==> config.mk <==
export PLATFORM = sky130hd
export DESIGN_NAME = supply_monitor_control
export DESIGN_NICKNAME = d
export VERILOG_FILES = /design/src/hdl/supply_monitor_pkg.sv /design/src/hdl/settle_if.sv /design/src/hdl/supply_monitor_control.sv /design/src/hdl/settle_timer.sv
export SDC_FILE = /design/constraint.sdc
export NUM_CORES = 1
export LEC_CHECK = 0
export BUFFER_PORTS_ARGS = -buffer_cell sky130_fd_sc_hd__buf_4
export CORE_UTILIZATION = 35
export CTS_BUF_LIST = sky130_fd_sc_hd__clkbuf_4
export CTS_CLUSTER_DIAMETER = 30
export DETAILED_ROUTE_END_ITERATION = 10
export GPL_TIMING_DRIVEN = 1
export SYNTH_ARGS = -nofsm -noshare
export SYNTH_HDL_FRONTEND = slang
export SYNTH_HIERARCHICAL = 1
export SYNTH_SLANG_ARGS = --single-unit
==> constraint.sdc <==
create_clock -name clk -period 2.75 [get_ports clk]
set_input_delay 0.55 -clock clk [delete_from_list [all_inputs] [get_ports clk]]
set_output_delay 0.55 -clock clk [all_outputs]
set_load 0.05 [all_outputs]
==> src/hdl/supply_monitor_pkg.sv <==
package supply_monitor_pkg;

  // ----------------------------------------------------------------
  // register map
  // ----------------------------------------------------------------
  localparam logic [7:0] CONTROL_OFFSET = 8'h56;
  localparam logic [7:0] CONTROL_RESET  = 8'h00;

  // ----------------------------------------------------------------
  // control field positions
  // ----------------------------------------------------------------
  localparam int LEVEL_MSB      = 7;
  localparam int LEVEL_LSB      = 4;
  localparam int RESET_ON_LOW   = 3;
  localparam int MONITOR_ACTIVE = 2;
  localparam int COMPARATOR_OUT = 1;
  localparam int LOW_FLAG       = 0;

  // ----------------------------------------------------------------
  // level codes
  // ----------------------------------------------------------------
  localparam logic [3:0] LEVEL_OFF      = 4'h0;
  localparam logic [3:0] LEVEL_EXTERNAL = 4'hF;
  localparam logic [3:0] LEVEL_SINGLE   = 4'h1;

  // ----------------------------------------------------------------
  // timing
  // ----------------------------------------------------------------
  localparam int CLK_MHZ        = 50;
  localparam int SETTLE_US      = 50;
  localparam int SETTLE_CYCLES  = SETTLE_US * CLK_MHZ;
  localparam int SETTLE_W       = 12;

  // ----------------------------------------------------------------
  // settling state machine
  // ----------------------------------------------------------------
  typedef enum logic [2:0] {
    MON_OFF    = 3'b001,
    MON_SETTLE = 3'b010,
    MON_ACTIVE = 3'b100
  } mon_state_e;

endpackage

==> src/hdl/settle_if.sv <==
`timescale 1ns/1ns
interface settle_if;
  logic start;
  logic abort;
  logic done;

  modport ctrl  (output start, output abort, input done);
  modport timer (input start, input abort, output done);
endinterface

==> src/hdl/supply_monitor_control.sv <==
`timescale 1ns/1ns
// Behaviour
// - level zero powers down, nonzero monitors
// - codes 1..14 pick distinct thresholds
// - all-ones code selects external sense input
// - low report while active sets flag
// - reset_on_low set: flag raises reset request
// - reset_on_low clear: flag only, no reset
// - flag latched until software writes zero
// - clear during low report sets again
// - monitor_active read-only, write has no effect
// - zero to nonzero starts 50 us delay
// - no flag, reset, active during delay
// - control write while inactive ends delay
// - nonzero to nonzero applies no delay
// - brownout reset is the only reset of control fields
// - comparator_out reads present comparator level
// - bits 7-4 level, 3,2,1,0 fields
// - reduced variant: single threshold for nonzero
module supply_monitor_control #(
  parameter bit SINGLE_LEVEL  = 1'b0,
  parameter int SETTLE_CYCLES = supply_monitor_pkg::SETTLE_CYCLES
) (
  input  wire logic       clk,
  input  wire logic       rstn,
  input  wire logic [7:0] addr,
  input  wire logic [7:0] wdata,
  input  wire logic       wr,
  input  wire logic       rd,
  output logic      [7:0] rdata,
  input  wire logic       comparator_out,
  output logic      [3:0] threshold_sel,
  output logic            external_sense_sel,
  output logic            comparator_enable,
  output logic            reset_request
);

  // ----------------------------------------------------------------
  // declarations
  // ----------------------------------------------------------------
  settle_if tif ();

  supply_monitor_pkg::mon_state_e state_reg;
  supply_monitor_pkg::mon_state_e state_next;

  logic [3:0] level_reg;
  logic [3:0] level_next;
  logic       ron_reg;
  logic       ron_next;
  logic       flag_reg;
  logic       flag_next;
  logic       rst_reg;
  logic       rst_next;
  logic [7:0] rdata_reg;
  logic [7:0] rdata_next;
  logic [3:0] thr_reg;
  logic [3:0] thr_next;
  logic       ext_reg;
  logic       ext_next;
  logic       en_reg;
  logic       en_next;
  logic       sync1_reg;
  logic       sync2_reg;
  logic       ctl_wr;
  logic       active;

  // ----------------------------------------------------------------
  // elaboration check
  // ----------------------------------------------------------------
  // the settling counter is only SETTLE_W bits wide
  initial
  begin
    if (SETTLE_CYCLES < 1 || SETTLE_CYCLES >= (1 << supply_monitor_pkg::SETTLE_W))
      $error("supply_monitor_control: SETTLE_CYCLES out of range");
  end

  assign ctl_wr = wr && (addr == supply_monitor_pkg::CONTROL_OFFSET);
  assign active = (state_reg == supply_monitor_pkg::MON_ACTIVE);

  // ----------------------------------------------------------------
  // comparator synchroniser
  // ----------------------------------------------------------------
  // comparator high means the monitored voltage is low
  always_ff @(posedge clk or negedge rstn)
  begin
    if (!rstn)
    begin
      sync1_reg <= 1'b0;
      sync2_reg <= 1'b0;
    end
    else
    begin
      sync1_reg <= comparator_out;
      sync2_reg <= sync1_reg;
    end
  end

  settle_timer #(
    .CYCLES (SETTLE_CYCLES)
  ) u_timer (
    .clk  (clk),
    .rstn (rstn),
    .tif  (tif.timer)
  );

  // ----------------------------------------------------------------
  // settling state machine
  // ----------------------------------------------------------------
  always_comb
  begin
    state_next = state_reg;
    tif.start  = 1'b0;
    tif.abort  = 1'b0;
    case (state_reg)
      supply_monitor_pkg::MON_OFF:
        if (level_next != supply_monitor_pkg::LEVEL_OFF)
        begin
          state_next = supply_monitor_pkg::MON_SETTLE;
          tif.start  = 1'b1;
        end
      supply_monitor_pkg::MON_SETTLE:
        if (level_next == supply_monitor_pkg::LEVEL_OFF)
        begin
          state_next = supply_monitor_pkg::MON_OFF;
          tif.abort  = 1'b1;
        end
        else if (ctl_wr || tif.done)
        begin
          state_next = supply_monitor_pkg::MON_ACTIVE;
          tif.abort  = 1'b1;
        end
      supply_monitor_pkg::MON_ACTIVE:
        // a nonzero level change keeps monitoring live
        if (level_next == supply_monitor_pkg::LEVEL_OFF)
          state_next = supply_monitor_pkg::MON_OFF;
      default:
        state_next = supply_monitor_pkg::MON_OFF;
    endcase
  end

  // ----------------------------------------------------------------
  // control fields, flag and reset request
  // ----------------------------------------------------------------
  always_comb
  begin
    level_next = level_reg;
    ron_next   = ron_reg;
    flag_next  = flag_reg;
    if (ctl_wr)
    begin
      level_next = wdata[supply_monitor_pkg::LEVEL_MSB:supply_monitor_pkg::LEVEL_LSB];
      ron_next   = wdata[supply_monitor_pkg::RESET_ON_LOW];
      // only a zero clears; a written one leaves the flag alone
      if (!wdata[supply_monitor_pkg::LOW_FLAG])
        flag_next = 1'b0;
    end
    // set wins over the software clear
    if (active && sync2_reg)
      flag_next = 1'b1;
    rst_next = active && flag_next && ron_next;
  end

  // ----------------------------------------------------------------
  // comparator selection
  // ----------------------------------------------------------------
  always_comb
  begin
    en_next  = (level_next != supply_monitor_pkg::LEVEL_OFF);
    ext_next = 1'b0;
    thr_next = level_next;
    if (SINGLE_LEVEL)
    begin
      if (en_next)
        thr_next = supply_monitor_pkg::LEVEL_SINGLE;
    end
    else if (level_next == supply_monitor_pkg::LEVEL_EXTERNAL)
      ext_next = 1'b1;
  end

  // ----------------------------------------------------------------
  // read port
  // ----------------------------------------------------------------
  always_comb
  begin
    rdata_next = 8'h00;
    if (rd && addr == supply_monitor_pkg::CONTROL_OFFSET)
    begin
      rdata_next[supply_monitor_pkg::LEVEL_MSB:supply_monitor_pkg::LEVEL_LSB] = level_reg;
      rdata_next[supply_monitor_pkg::RESET_ON_LOW]   = ron_reg;
      rdata_next[supply_monitor_pkg::MONITOR_ACTIVE] = active;
      rdata_next[supply_monitor_pkg::COMPARATOR_OUT] = sync2_reg;
      rdata_next[supply_monitor_pkg::LOW_FLAG]       = flag_reg;
    end
  end

  // ----------------------------------------------------------------
  // registers
  // ----------------------------------------------------------------
  // rstn is the brownout reset; no other reset clears these
  always_ff @(posedge clk or negedge rstn)
  begin
    if (!rstn)
    begin
      state_reg <= supply_monitor_pkg::MON_OFF;
      level_reg <= supply_monitor_pkg::CONTROL_RESET[7:4];
      ron_reg   <= 1'b0;
      flag_reg  <= 1'b0;
      rst_reg   <= 1'b0;
      rdata_reg <= supply_monitor_pkg::CONTROL_RESET;
      thr_reg   <= 4'h0;
      ext_reg   <= 1'b0;
      en_reg    <= 1'b0;
    end
    else
    begin
      state_reg <= state_next;
      level_reg <= level_next;
      ron_reg   <= ron_next;
      flag_reg  <= flag_next;
      rst_reg   <= rst_next;
      rdata_reg <= rdata_next;
      thr_reg   <= thr_next;
      ext_reg   <= ext_next;
      en_reg    <= en_next;
    end
  end

  assign rdata              = rdata_reg;
  assign threshold_sel      = thr_reg;
  assign external_sense_sel = ext_reg;
  assign comparator_enable  = en_reg;
  assign reset_request      = rst_reg;

endmodule // supply_monitor_control

==> src/hdl/settle_timer.sv <==
`timescale 1ns/1ns
module settle_timer #(
  parameter int CYCLES = supply_monitor_pkg::SETTLE_CYCLES
) (
  input  wire logic clk,
  input  wire logic rstn,
  settle_if.timer   tif
);

  localparam int W = supply_monitor_pkg::SETTLE_W;

  initial
  begin
    if (CYCLES < 1 || CYCLES >= (1 << W))
      $error("settle_timer: CYCLES out of range");
  end

  logic [W-1:0] count_reg;
  logic [W-1:0] count_next;
  logic         done_reg;
  logic         done_next;

  // ----------------------------------------------------------------
  // countdown
  // ----------------------------------------------------------------
  always_comb
  begin
    count_next = count_reg;
    done_next  = 1'b0;
    if (tif.abort)
      count_next = '0;
    else if (tif.start)
      count_next = W'(CYCLES);
    else if (count_reg != '0)
    begin
      count_next = count_reg - 1'b1;
      done_next  = (count_reg == W'(1));
    end
  end

  always_ff @(posedge clk or negedge rstn)
  begin
    if (!rstn)
    begin
      count_reg <= '0;
      done_reg  <= 1'b0;
    end
    else
    begin
      count_reg <= count_next;
      done_reg  <= done_next;
    end
  end

  assign tif.done = done_reg;

endmodule // settle_timer

==> metrics.csv, run 1 <==
stage,metric,value,unit
status,status,"finished, violations left",
status,failing checks,design-rule violations,
setup_path,Reg-to-Reg End,u_timer/count_reg[2]$_DFFE_PN0P_,
synth,asr flop ratio synth,100.0,%
finish,Inserted Diodes,0,
sta,RSZ-0062 raised after global routing,no,
synth,post-synth cell types,48,
die,Die Width,71.86,um
synth,"top cells by count, synth","34 x dfrtp_1, 11 x nor2_1, 8 x nand2_1",
clocking,Clock Latency Late Sink,0.33,ns
global_routing,"Remaining Overflow, GRT",0,
setup_path,maximum fanout along the worst path,11,
power,static leakage,0.9785,nW
synth,top post-synthesis cells by area,"dfrtp_1 50%, mux2_2 4.0%, mux2i_1 3.5%, and2_1 2.6%, xor2_1 2.6%",
clocking,setup bufs post-CTS,0,
clocking,post-cts sizing count,0,
setup_path,worst r2r src,threshold_sel[1]$_DFF_PN0_,
routing,length of the first detailed-routing pass in iterations,7,
routing,vias after detailed routing,1291,
die,Starting Density,36.16,%
clocking,number of H-tree levels,2,
clocking,Worst-path clk slew,0.12,ns
sta,Final setup viols,0,
setup_path,crit path launch type,flip-flop,
synth,area of the mapped netlist,1708,um^2
routing,Routed Wire Length,3486,um
sta,"Hold Violations, Final",0,
global_routing,initial antenna violation count,0,
place,number of port buffers,33,
sta,period utilisation layout,86.50,%
setup_path,"CP delay by family, top",simple AND/OR/NAND/NOR gates,
die,core area,4723,um^2
finish,final net count,213,
routing,wire per inst,13.56,um
sta,Max Freq,420.4,MHz
synth,Yosys top cell by area,dfrtp_1,
setup_path,Setup crit end kind,flip-flop,
finish,max reg flops,12,
die,# IOs,36,
global_routing,total track usage,14.76,%
sta,fin. max-slew vios,0,
min_path,worst hold path type,input port to async pin,
sta,post-layout worst setup margin,0.3712,ns
synth,"EDFF count, synth",0,
clocking,CTS Buf Count,5,
sta,Setup Skew,0.01153,ns
synth,Synth Net Count,175,
power,VDD IR max,0.4441,mV
synth,dominant synthesized flop cell,dfrtp_1,
finish,layout cells sized above 1,35.26,%
setup_path,worst-path cell chain,nor4_1 > mux2_4 > nor3b_2 > nor2_1 > buf_4 > a31oi_1 > o21a_1,
routing,vias per cell,5.023,
clocking,clock root buffer,clkbuf_4,
setup_path,Reg2Reg Setup Slack,0.37,ns
setup_path,critical path buffer and inverter count,1,
routing,initial DRC count,61,
die,row cnt,25,
setup_path,crit path launch,threshold_sel[1]$_DFF_PN0_,
clocking,CTS tree,yes,
setup_path,Crit path depth,7,
die,die area,5163,um^2
place,area post-placement,2032,um^2
synth,Synth warnings,6,
sta,Final min period,2.379,ns
synth,sequential-to-total area share from yosys stat,51.36,%
synth,Yosys top cell area share,49.82,%
finish,post-route design area,2113,um^2
global_routing,first-pass GRT wire length,5878,um
power,total chip power,1.499,mW
clocking,Max Root-Sink Buffers,2,
setup_path,WS Path Type,flip-flop to flip-flop,
setup_path,critical path required time,2.99,ns
setup_path,Worst Path Arrival,2.62,ns
routing,Routed Antenna Nets,0,
place,GP Congestion,0.8050,
power,PwrDens,709.5,nW/um^2
clocking,clock sinks,35,
place,Place WS,0.1542,ns
synth,"flops & latches, synth",35,
setup_path,worst reg2reg path depth,7,
finish,filler instances,447,
global_routing,pin count of the biggest net entering global routing,36,
place,DP HPWL,2521,um
sta,Setup TNS Final,0,ns
sta,hold slack,0.1455,ns
global_routing,via count of the first global-routing pass,1349,
die,die span in y,71.86,um
run,Max-Cap Viols,0,
routing,remaining design rule violation count,2,
synth,most frequent cell after synthesis,dfrtp_1,
sta,headroom to the max-slew limit,51.46,%
finish,P&R area growth vs syn,23.74,%
synth,Post-Synthesis Cells,151,
setup_path,Critical-path top delay cell,nor2_1,
sta,worst slew pin tran,0.7254,ns
setup_path,peak per-stage delay on the critical path,0.58,ns
clocking,hold_buf cts,0,
synth,syn avg cell area,11.31,um^2
placed cells by master (no fill, tap or decap), drive strengths merged, types with 2 or more instances in the layout:
cell,netlist,layout
buf,4,37
dfrtp,34,34
nor2,11,11
nand2,8,8
and2,7,7
mux2,7,7
a31oi,7,7
mux2i,6,6
inv,6,6
or3,6,6
a21oi,5,5
xor2,5,5
clkbuf,2,5
nor4,4,4
nand4,4,4
nor3,4,4
nand3,4,4
ha,3,3
nor3b,3,3
and4bb,2,2
nand2b,2,2
o21ai,2,2
a211oi,2,2
clkinv,0,2
per-stage QoR:
| step | std cells | utilization [%] |
|---|---|---|
| floorplan | 151 | - |
| global placement | 249 | 43.02 |
| detailed placement | 249 | 43.02 |
| CTS | 257 | 44.74 |
| global route | 257 | 44.74 |
| finish | 257 | 44.74 |
power by group:
part | total, mW | switching [mW] | internal [mW]
Combinational | 0.423 | 0.226 | 0.197
Sequential | 0.704 | 0.105 | 0.599
Clock | 0.372 | 0.181 | 0.191
area by class of cell:
| class | instances | area (um^2) | area share [%] |
|---|---|---|---|
| clock inverters | 3 | 43.79 | 2.072 |
| clock buffers | 5 | 37.54 | 1.776 |
| multi-input cells | 104 | 770.7 | 36.47 |
| well taps | 67 | 83.83 | 3.967 |
| repair buffers | 37 | 277.8 | 13.14 |
| flip-flops and latches | 35 | 877.1 | 41.50 |
| inverters | 6 | 22.52 | 1.066 |
cell families (layout without fill, tap and decap cells):
family	Yosys count	count (layout)	synth area share, %
AND/OR/NAND/NOR	60	60	22.05
flip-flops	35	35	51.36
AO/OA/AOI/OAI	23	23	9.964
multiplexers	13	13	8.351
buffers and inverters	12	51	3.516
XOR/XNOR	5	5	2.564
adder cells (fa/ha/maj)	3	3	2.198
metal layers:
layer / wire length (um) / global-route usage, % / up-vias
met5: 0 / 0 / -
met4: 60 / 5.882 / 0
met3: 255 / 5.063 / 7
met2: 1763 / 25.47 / 60
met1: 1406 / 16.76 / 605
li1: - / - / 619
worst max-delay path by stage:
stage / end
2_1_floorplan: u_timer/count_reg[4]$_DFFE_PN0P_
3_5_place_dp: u_timer/count_reg[2]$_DFFE_PN0P_
4_1_cts: u_timer/count_reg[2]$_DFFE_PN0P_
6_report: u_timer/count_reg[2]$_DFFE_PN0P_
3_3_place_gp: u_timer/count_reg[2]$_DFFE_PN0P_
5_1_grt: u_timer/count_reg[2]$_DFFE_PN0P_
(Power assumes the default switching activity.)
==> run 2, diff against run 1 <==
Settings changed: PLACE_DENSITY set to 0.65.
==> run 2 against run 1 <==
The run now ends clean. Clock skew down 0.0079 ns. First-iteration DRC count shrank 1.6%. Clock power down 24%. Power decreased by 6.6%. Utilization decreased by 0.50 points. Final cell count unchanged. Critical endpoint is now u_timer/count_reg[9]$_DFFE_PN0P_.
==> metrics.csv, run 2 (synthesis results as in run 1) <==
stage,metric,value,unit
global_routing,first-pass GRT wire length,5361,um
finish,final net count,213,
clocking,number of H-tree levels,2,
die,# IOs,36,
die,die span in y,71.86,um
setup_path,"Top cell by count, worst path",nor2_1,
clocking,Max Root-Sink Buffers,2,
routing,Routed Wire Length,3214,um
setup_path,peak per-stage delay on the critical path,0.44,ns
finish,layout cells sized above 1,35.26,%
finish,most frequent cells in the layout,"37 x buf_4, 34 x dfrtp_1, 11 x nor2_1, 8 x nand2_1, 7 x and2_1",
clocking,hold_buf cts,0,
sta,Max Freq,462.6,MHz
clocking,setup bufs post-CTS,0,
clocking,CTS tree,yes,
finish,Inserted Diodes,0,
die,Starting Density,36.16,%
setup_path,WS Path Type,flip-flop to flip-flop,
sta,worst slew pin tran,0.6170,ns
finish,max reg flops,12,
clocking,Worst-path clk slew,0.11,ns
routing,wire per inst,12.51,um
power,PwrDens,670.1,nW/um^2
setup_path,maximum fanout along the worst path,9,
sta,Setup Skew,0.003607,ns
min_path,worst hold path type,input port to async pin,
routing,remaining design rule violation count,0,
setup_path,Worst Path Arrival,2.43,ns
clocking,clock root buffer,clkbuf_4,
routing,vias per cell,4.926,
finish,filler instances,446,
sta,period utilisation layout,78.60,%
power,total chip power,1.400,mW
clocking,post-cts sizing count,0,
power,VDD IR max,0.4210,mV
sta,"Hold Violations, Final",0,
clocking,CTS Buf Count,5,
place,number of port buffers,33,
clocking,Clock Latency Late Sink,0.34,ns
finish,"most common cell after layout, fill and taps aside",buf_4,
die,row cnt,25,
global_routing,via count of the first global-routing pass,1196,
setup_path,Critical-path top delay cell,nor4_1,
clocking,clock sinks,35,
die,die area,5163,um^2
routing,Routed Antenna Nets,0,
status,status,finished clean,
setup_path,crit path launch type,flip-flop,
global_routing,"Remaining Overflow, GRT",0,
setup_path,critical path required time,3.02,ns
setup_path,Setup crit end kind,flip-flop,
finish,P&R area growth vs syn,22.34,%
place,DP HPWL,2279,um
die,core area,4723,um^2
sta,RSZ-0062 raised after global routing,no,
global_routing,pin count of the biggest net entering global routing,36,
run,Max-Cap Viols,0,
sta,Setup TNS Final,0,ns
routing,length of the first detailed-routing pass in iterations,4,
routing,vias after detailed routing,1266,
global_routing,total track usage,13.49,%
routing,initial DRC count,60,
place,GP Congestion,0.8268,
sta,headroom to the max-slew limit,58.48,%
die,Die Width,71.86,um
sta,Final min period,2.162,ns
sta,Final setup viols,0,
power,static leakage,0.9650,nW
sta,fin. max-slew vios,0,
global_routing,initial antenna violation count,0,
setup_path,worst-path cell chain,nor4_1 > nor2_1 > a211oi_1 > nor2_1 > buf_4 > a31oi_1 > mux2i_1,
[run 2: final cells by class]
class                      count  area, um^2  share of cell area [%]
clock buffer                   6       45.04                   2.156
clock inverter                 2       12.51                  0.5988
inverter                       6       22.52                   1.078
multi-input combinational    104       770.7                   36.89
sequential                    35       877.1                   41.98
tap                           67       83.83                   4.012
timing repair buffer          37       277.8                   13.29
[run 2: path summary, 6_finish.rpt]
path,startpoint,end,slack (ns),depth (start not counted)
worst min-delay path,rstn,sync2_reg$_DFF_PN0_,0.14,1
worst max register to register,threshold_sel[1]$_DFF_PN0_,u_timer/count_reg[9]$_DFFE_PN0P_,0.59,7
max in group asynchronous,rstn,state_reg[0]$_DFFE_PN1P_,2.28,1
worst min register to register,sync1_reg$_DFF_PN0_,sync2_reg$_DFF_PN0_,0.36,0
worst max-delay path,threshold_sel[1]$_DFF_PN0_,u_timer/count_reg[9]$_DFFE_PN0P_,0.59,7
min in group clk,comparator_out,sync1_reg$_DFF_PN0_,0.31,1
[run 2: worst max-delay path: cells and delay by family (launching register included)]
kind | cells | cell delay [ns]
and+or+nand+nor | 3 | 0.68
AOI/OAI and AO/OA | 2 | 0.57
DFF | 1 | 0.43
buffers and inverters | 1 | 0.20
muxes | 1 | 0.21
[run 2: metal layers]
layer	vias to the layer above	part of all wire (%)	track usage, %
met5	-	0	0
met4	0	2.3	6.972
met3	10	6.0	3.797
met2	41	46	22.01
met1	588	45	16.25
li1	627	-	-
[run 2: power breakdown]
part | internal (mW) | switching, mW | total, mW
Clock | 0.108 | 0.176 | 0.284
Sequential | 0.599 | 0.102 | 0.701
Combinational | 0.196 | 0.219 | 0.415
Total | 0.903 | 0.497 | 1.40
[run 2: stage by stage]
stage	setup WS, ns	hold slack, ns	cell area (um^2)	cells	util [%]
4_1_cts	0.6207	0.1475	2090	257	44.24
3_5_place_dp	0.2676	0.3379	2032	249	43.02
2_1_floorplan	0.2196	0.2544	1708	151	-
6_report	0.5885	0.1405	2090	257	44.24
3_3_place_gp	0.3010	0.3353	2032	249	43.02
5_1_grt	0.3693	0.1660	2090	257	44.24
==> run 3, diff against run 2 <==
Clock period 2.75 ns to 2 ns, I/O delays scaled along.
==> run 3 against run 2 <==
Die area unchanged. Utilization rose by 3.7 points. Register-to-register slack got worse by 0.49 ns. Fmax rose by 14%. Flip-flop and latch count unchanged. Non-clock buffer count up 15. Combinational power grew 60%. Final cell count grew 5.8%. Critical path type unchanged.
==> metrics.csv, run 3 (synthesis results as in run 1) <==
stage,metric,value,unit
status,status,finished clean,
setup_path,WS Path Type,flip-flop to flip-flop,
finish,most frequent cells in the layout,"51 x buf_4, 34 x dfrtp_1, 10 x nor2_1, 8 x nand2_1, 7 x and2_1",
finish,layout cells sized above 1,41.95,%
clocking,clock sinks,35,
routing,vias per cell,4.915,
setup_path,worst r2r src,threshold_sel[1]$_DFF_PN0_,
min_path,WHS Path Cells,1,
setup_path,Setup crit end kind,flip-flop,
power,cell-internal power,1.297,mW
min_path,Worst Hold End,sync1_reg$_DFF_PN0_,
finish,Post-Layout Cell Count,272,
clocking,Clock Latency Late Sink,0.33,ns
place,number of port buffers,33,
power,Seq pwr share,47.7,%
finish,Inserted Diodes,0,
routing,Routed Antenna Nets,0,
setup_path,Reg2Reg Setup Slack,0.1,ns
power,total chip power,2.018,mW
place,DP HPWL,2437,um
sta,fin. max-slew vios,0,
setup_path,Critical-path top delay cell,dfrtp_1,
place,area post-placement,2192,um^2
global_routing,first-pass GRT wire length,5892,um
power,PwrDens,890.7,nW/um^2
setup_path,worst-path cell chain,nor4_2 > nor2_1 > a211oi_2 > nor2_4 > a311o_2 > a21boi_1,
place,GP Congestion,0.8434,
routing,vias after detailed routing,1337,
routing,Routed Wire Length,3410,um
sta,"Hold Violations, Final",0,
die,Die Width,71.86,um
sta,Setup Skew,0.002441,ns
die,# IOs,36,
finish,max reg flops,12,
die,Starting Density,36.16,%
run,Max-Cap Viols,0,
sta,Max Freq,526.1,MHz
sta,worst slew pin tran,0.4848,ns
clocking,CTS tree,yes,
setup_path,critical path required time,2.26,ns
setup_path,Reg-to-Reg End,u_timer/count_reg[3]$_DFFE_PN0P_,
finish,final net count,228,
setup_path,"CP delay by family, top",compound AO/OA/AOI/OAI gates,
global_routing,pin count of the biggest net entering global routing,36,
place,Place WS,-0.2493,ns
place,placed cell count,263,
clocking,number of H-tree levels,2,
routing,remaining design rule violation count,0,
routing,initial DRC count,80,
finish,post-route design area,2266,um^2
sta,hold slack,0.1644,ns
clocking,Worst-path clk slew,0.11,ns
sta,period utilisation layout,95.03,%
die,row cnt,25,
min_path,worst hold path type,input port to flip-flop,
global_routing,"Remaining Overflow, GRT",0,
global_routing,via count of the first global-routing pass,1331,
finish,filler instances,437,
power,VDD IR max,0.7681,mV
die,die span in y,71.86,um
setup_path,Worst Path Arrival,2.17,ns
setup_path,maximum fanout along the worst path,10,
clocking,Max Root-Sink Buffers,2,
sta,Final setup viols,0,
routing,wire per inst,12.54,um
finish,P&R area growth vs syn,32.67,%
die,core area,4723,um^2
routing,length of the first detailed-routing pass in iterations,4,
clocking,clock root buffer,clkbuf_4,
power,Logic pwr share,32.8,%
die,die area,5163,um^2
power,Switch Pwr,0.7215,mW
setup_path,crit path launch type,flip-flop,
finish,"most common cell after layout, fill and taps aside",buf_4,
global_routing,total track usage,14.82,%
power,clock network power share,19.5,%
sta,headroom to the max-slew limit,67.68,%
setup_path,critical path buffer and inverter count,0,
sta,post-layout worst setup margin,0.09935,ns
min_path,worst hold start,comparator_out,
setup_path,worst reg2reg path depth,6,
power,static leakage,1.054,nW
setup_path,peak per-stage delay on the critical path,0.42,ns
clocking,CTS Buf Count,5,
power,switching portion of total power,35.75,%
sta,Final min period,1.901,ns
global_routing,initial antenna violation count,0,
run 3: cell type report:
| cell class | instances | area, um^2 | area share (%) |
|---|---|---|---|
| clock inverter | 2 | 12.51 | 0.5522 |
| inverter | 6 | 22.52 | 0.9939 |
| tap | 67 | 83.83 | 3.700 |
| sequential | 35 | 877.1 | 38.71 |
| multi-input combinational | 104 | 832.0 | 36.72 |
| clock buffer | 6 | 45.04 | 1.988 |
| timing repair buffer | 52 | 392.9 | 17.34 |
run 3: worst reg2reg max path: stages (launching register included):
cell and delay (ns):
dfrtp_1 0.42, nor4_2 0.33, nor2_1 0.08, a211oi_2 0.35, nor2_4 0.15, a311o_2 0.38
a21boi_1 0.13
run 3: stage by stage:
stage                     utilization, %  setup TNS [ns]
final                              47.97               0
after global routing               47.97       -0.009503
after floorplan                        -          -1.633
after CTS                          47.84               0
after detailed placement           46.41          -2.501
after global placement             46.41          -2.256
run 3: repair_timing:
item                                    in CTS  in global routing
endpoints found under the setup margin       0                  4
setup buffers                                0                  0
resized for setup                            0                  1
hold buffers                                 1                  0
hold endpoints to repair                     8                  0
run 3: layer usage:
layer / routed length, um / part of all wire [%] / track usage [%] / up-vias
li1: - / - / - / 649
met1: 1521 / 45 / 18.38 / 647
met2: 1668 / 49 / 24.63 / 37
met3: 183 / 5.4 / 3.516 / 4
met4: 36 / 1.1 / 6.536 / 0
met5: 0 / 0 / 0 / -
run 3: worst max-delay path by stage:
| stage | start | endpoint | depth (start not counted) | slack (ns) |
|---|---|---|---|---|
| 6_report | threshold_sel[1]$_DFF_PN0_ | u_timer/count_reg[3]$_DFFE_PN0P_ | 6 | 0.1 |
| 5_1_grt | threshold_sel[1]$_DFF_PN0_ | u_timer/count_reg[3]$_DFFE_PN0P_ | 6 | -0.008 |
| 4_1_cts | threshold_sel[1]$_DFF_PN0_ | u_timer/count_reg[1]$_DFFE_PN0P_ | 6 | 0.04 |
| 3_5_place_dp | addr[0] | u_timer/count_reg[8]$_DFFE_PN0P_ | 9 | -0.25 |
| 3_3_place_gp | addr[0] | u_timer/count_reg[3]$_DFFE_PN0P_ | 8 | -0.24 |
| 2_1_floorplan | addr[0] | u_timer/count_reg[10]$_DFFE_PN0P_ | 9 | -0.19 |
run 3: power by group through the flow:
stage	combinational, mW	sequential [mW]	clock (mW)
after detailed placement	0.665	0.975	0
after global routing	0.743	0.982	0.444
after global placement	0.654	0.973	0
after floorplan	0.523	0.946	0
final	0.662	0.963	0.393
after CTS	0.667	0.962	0.412
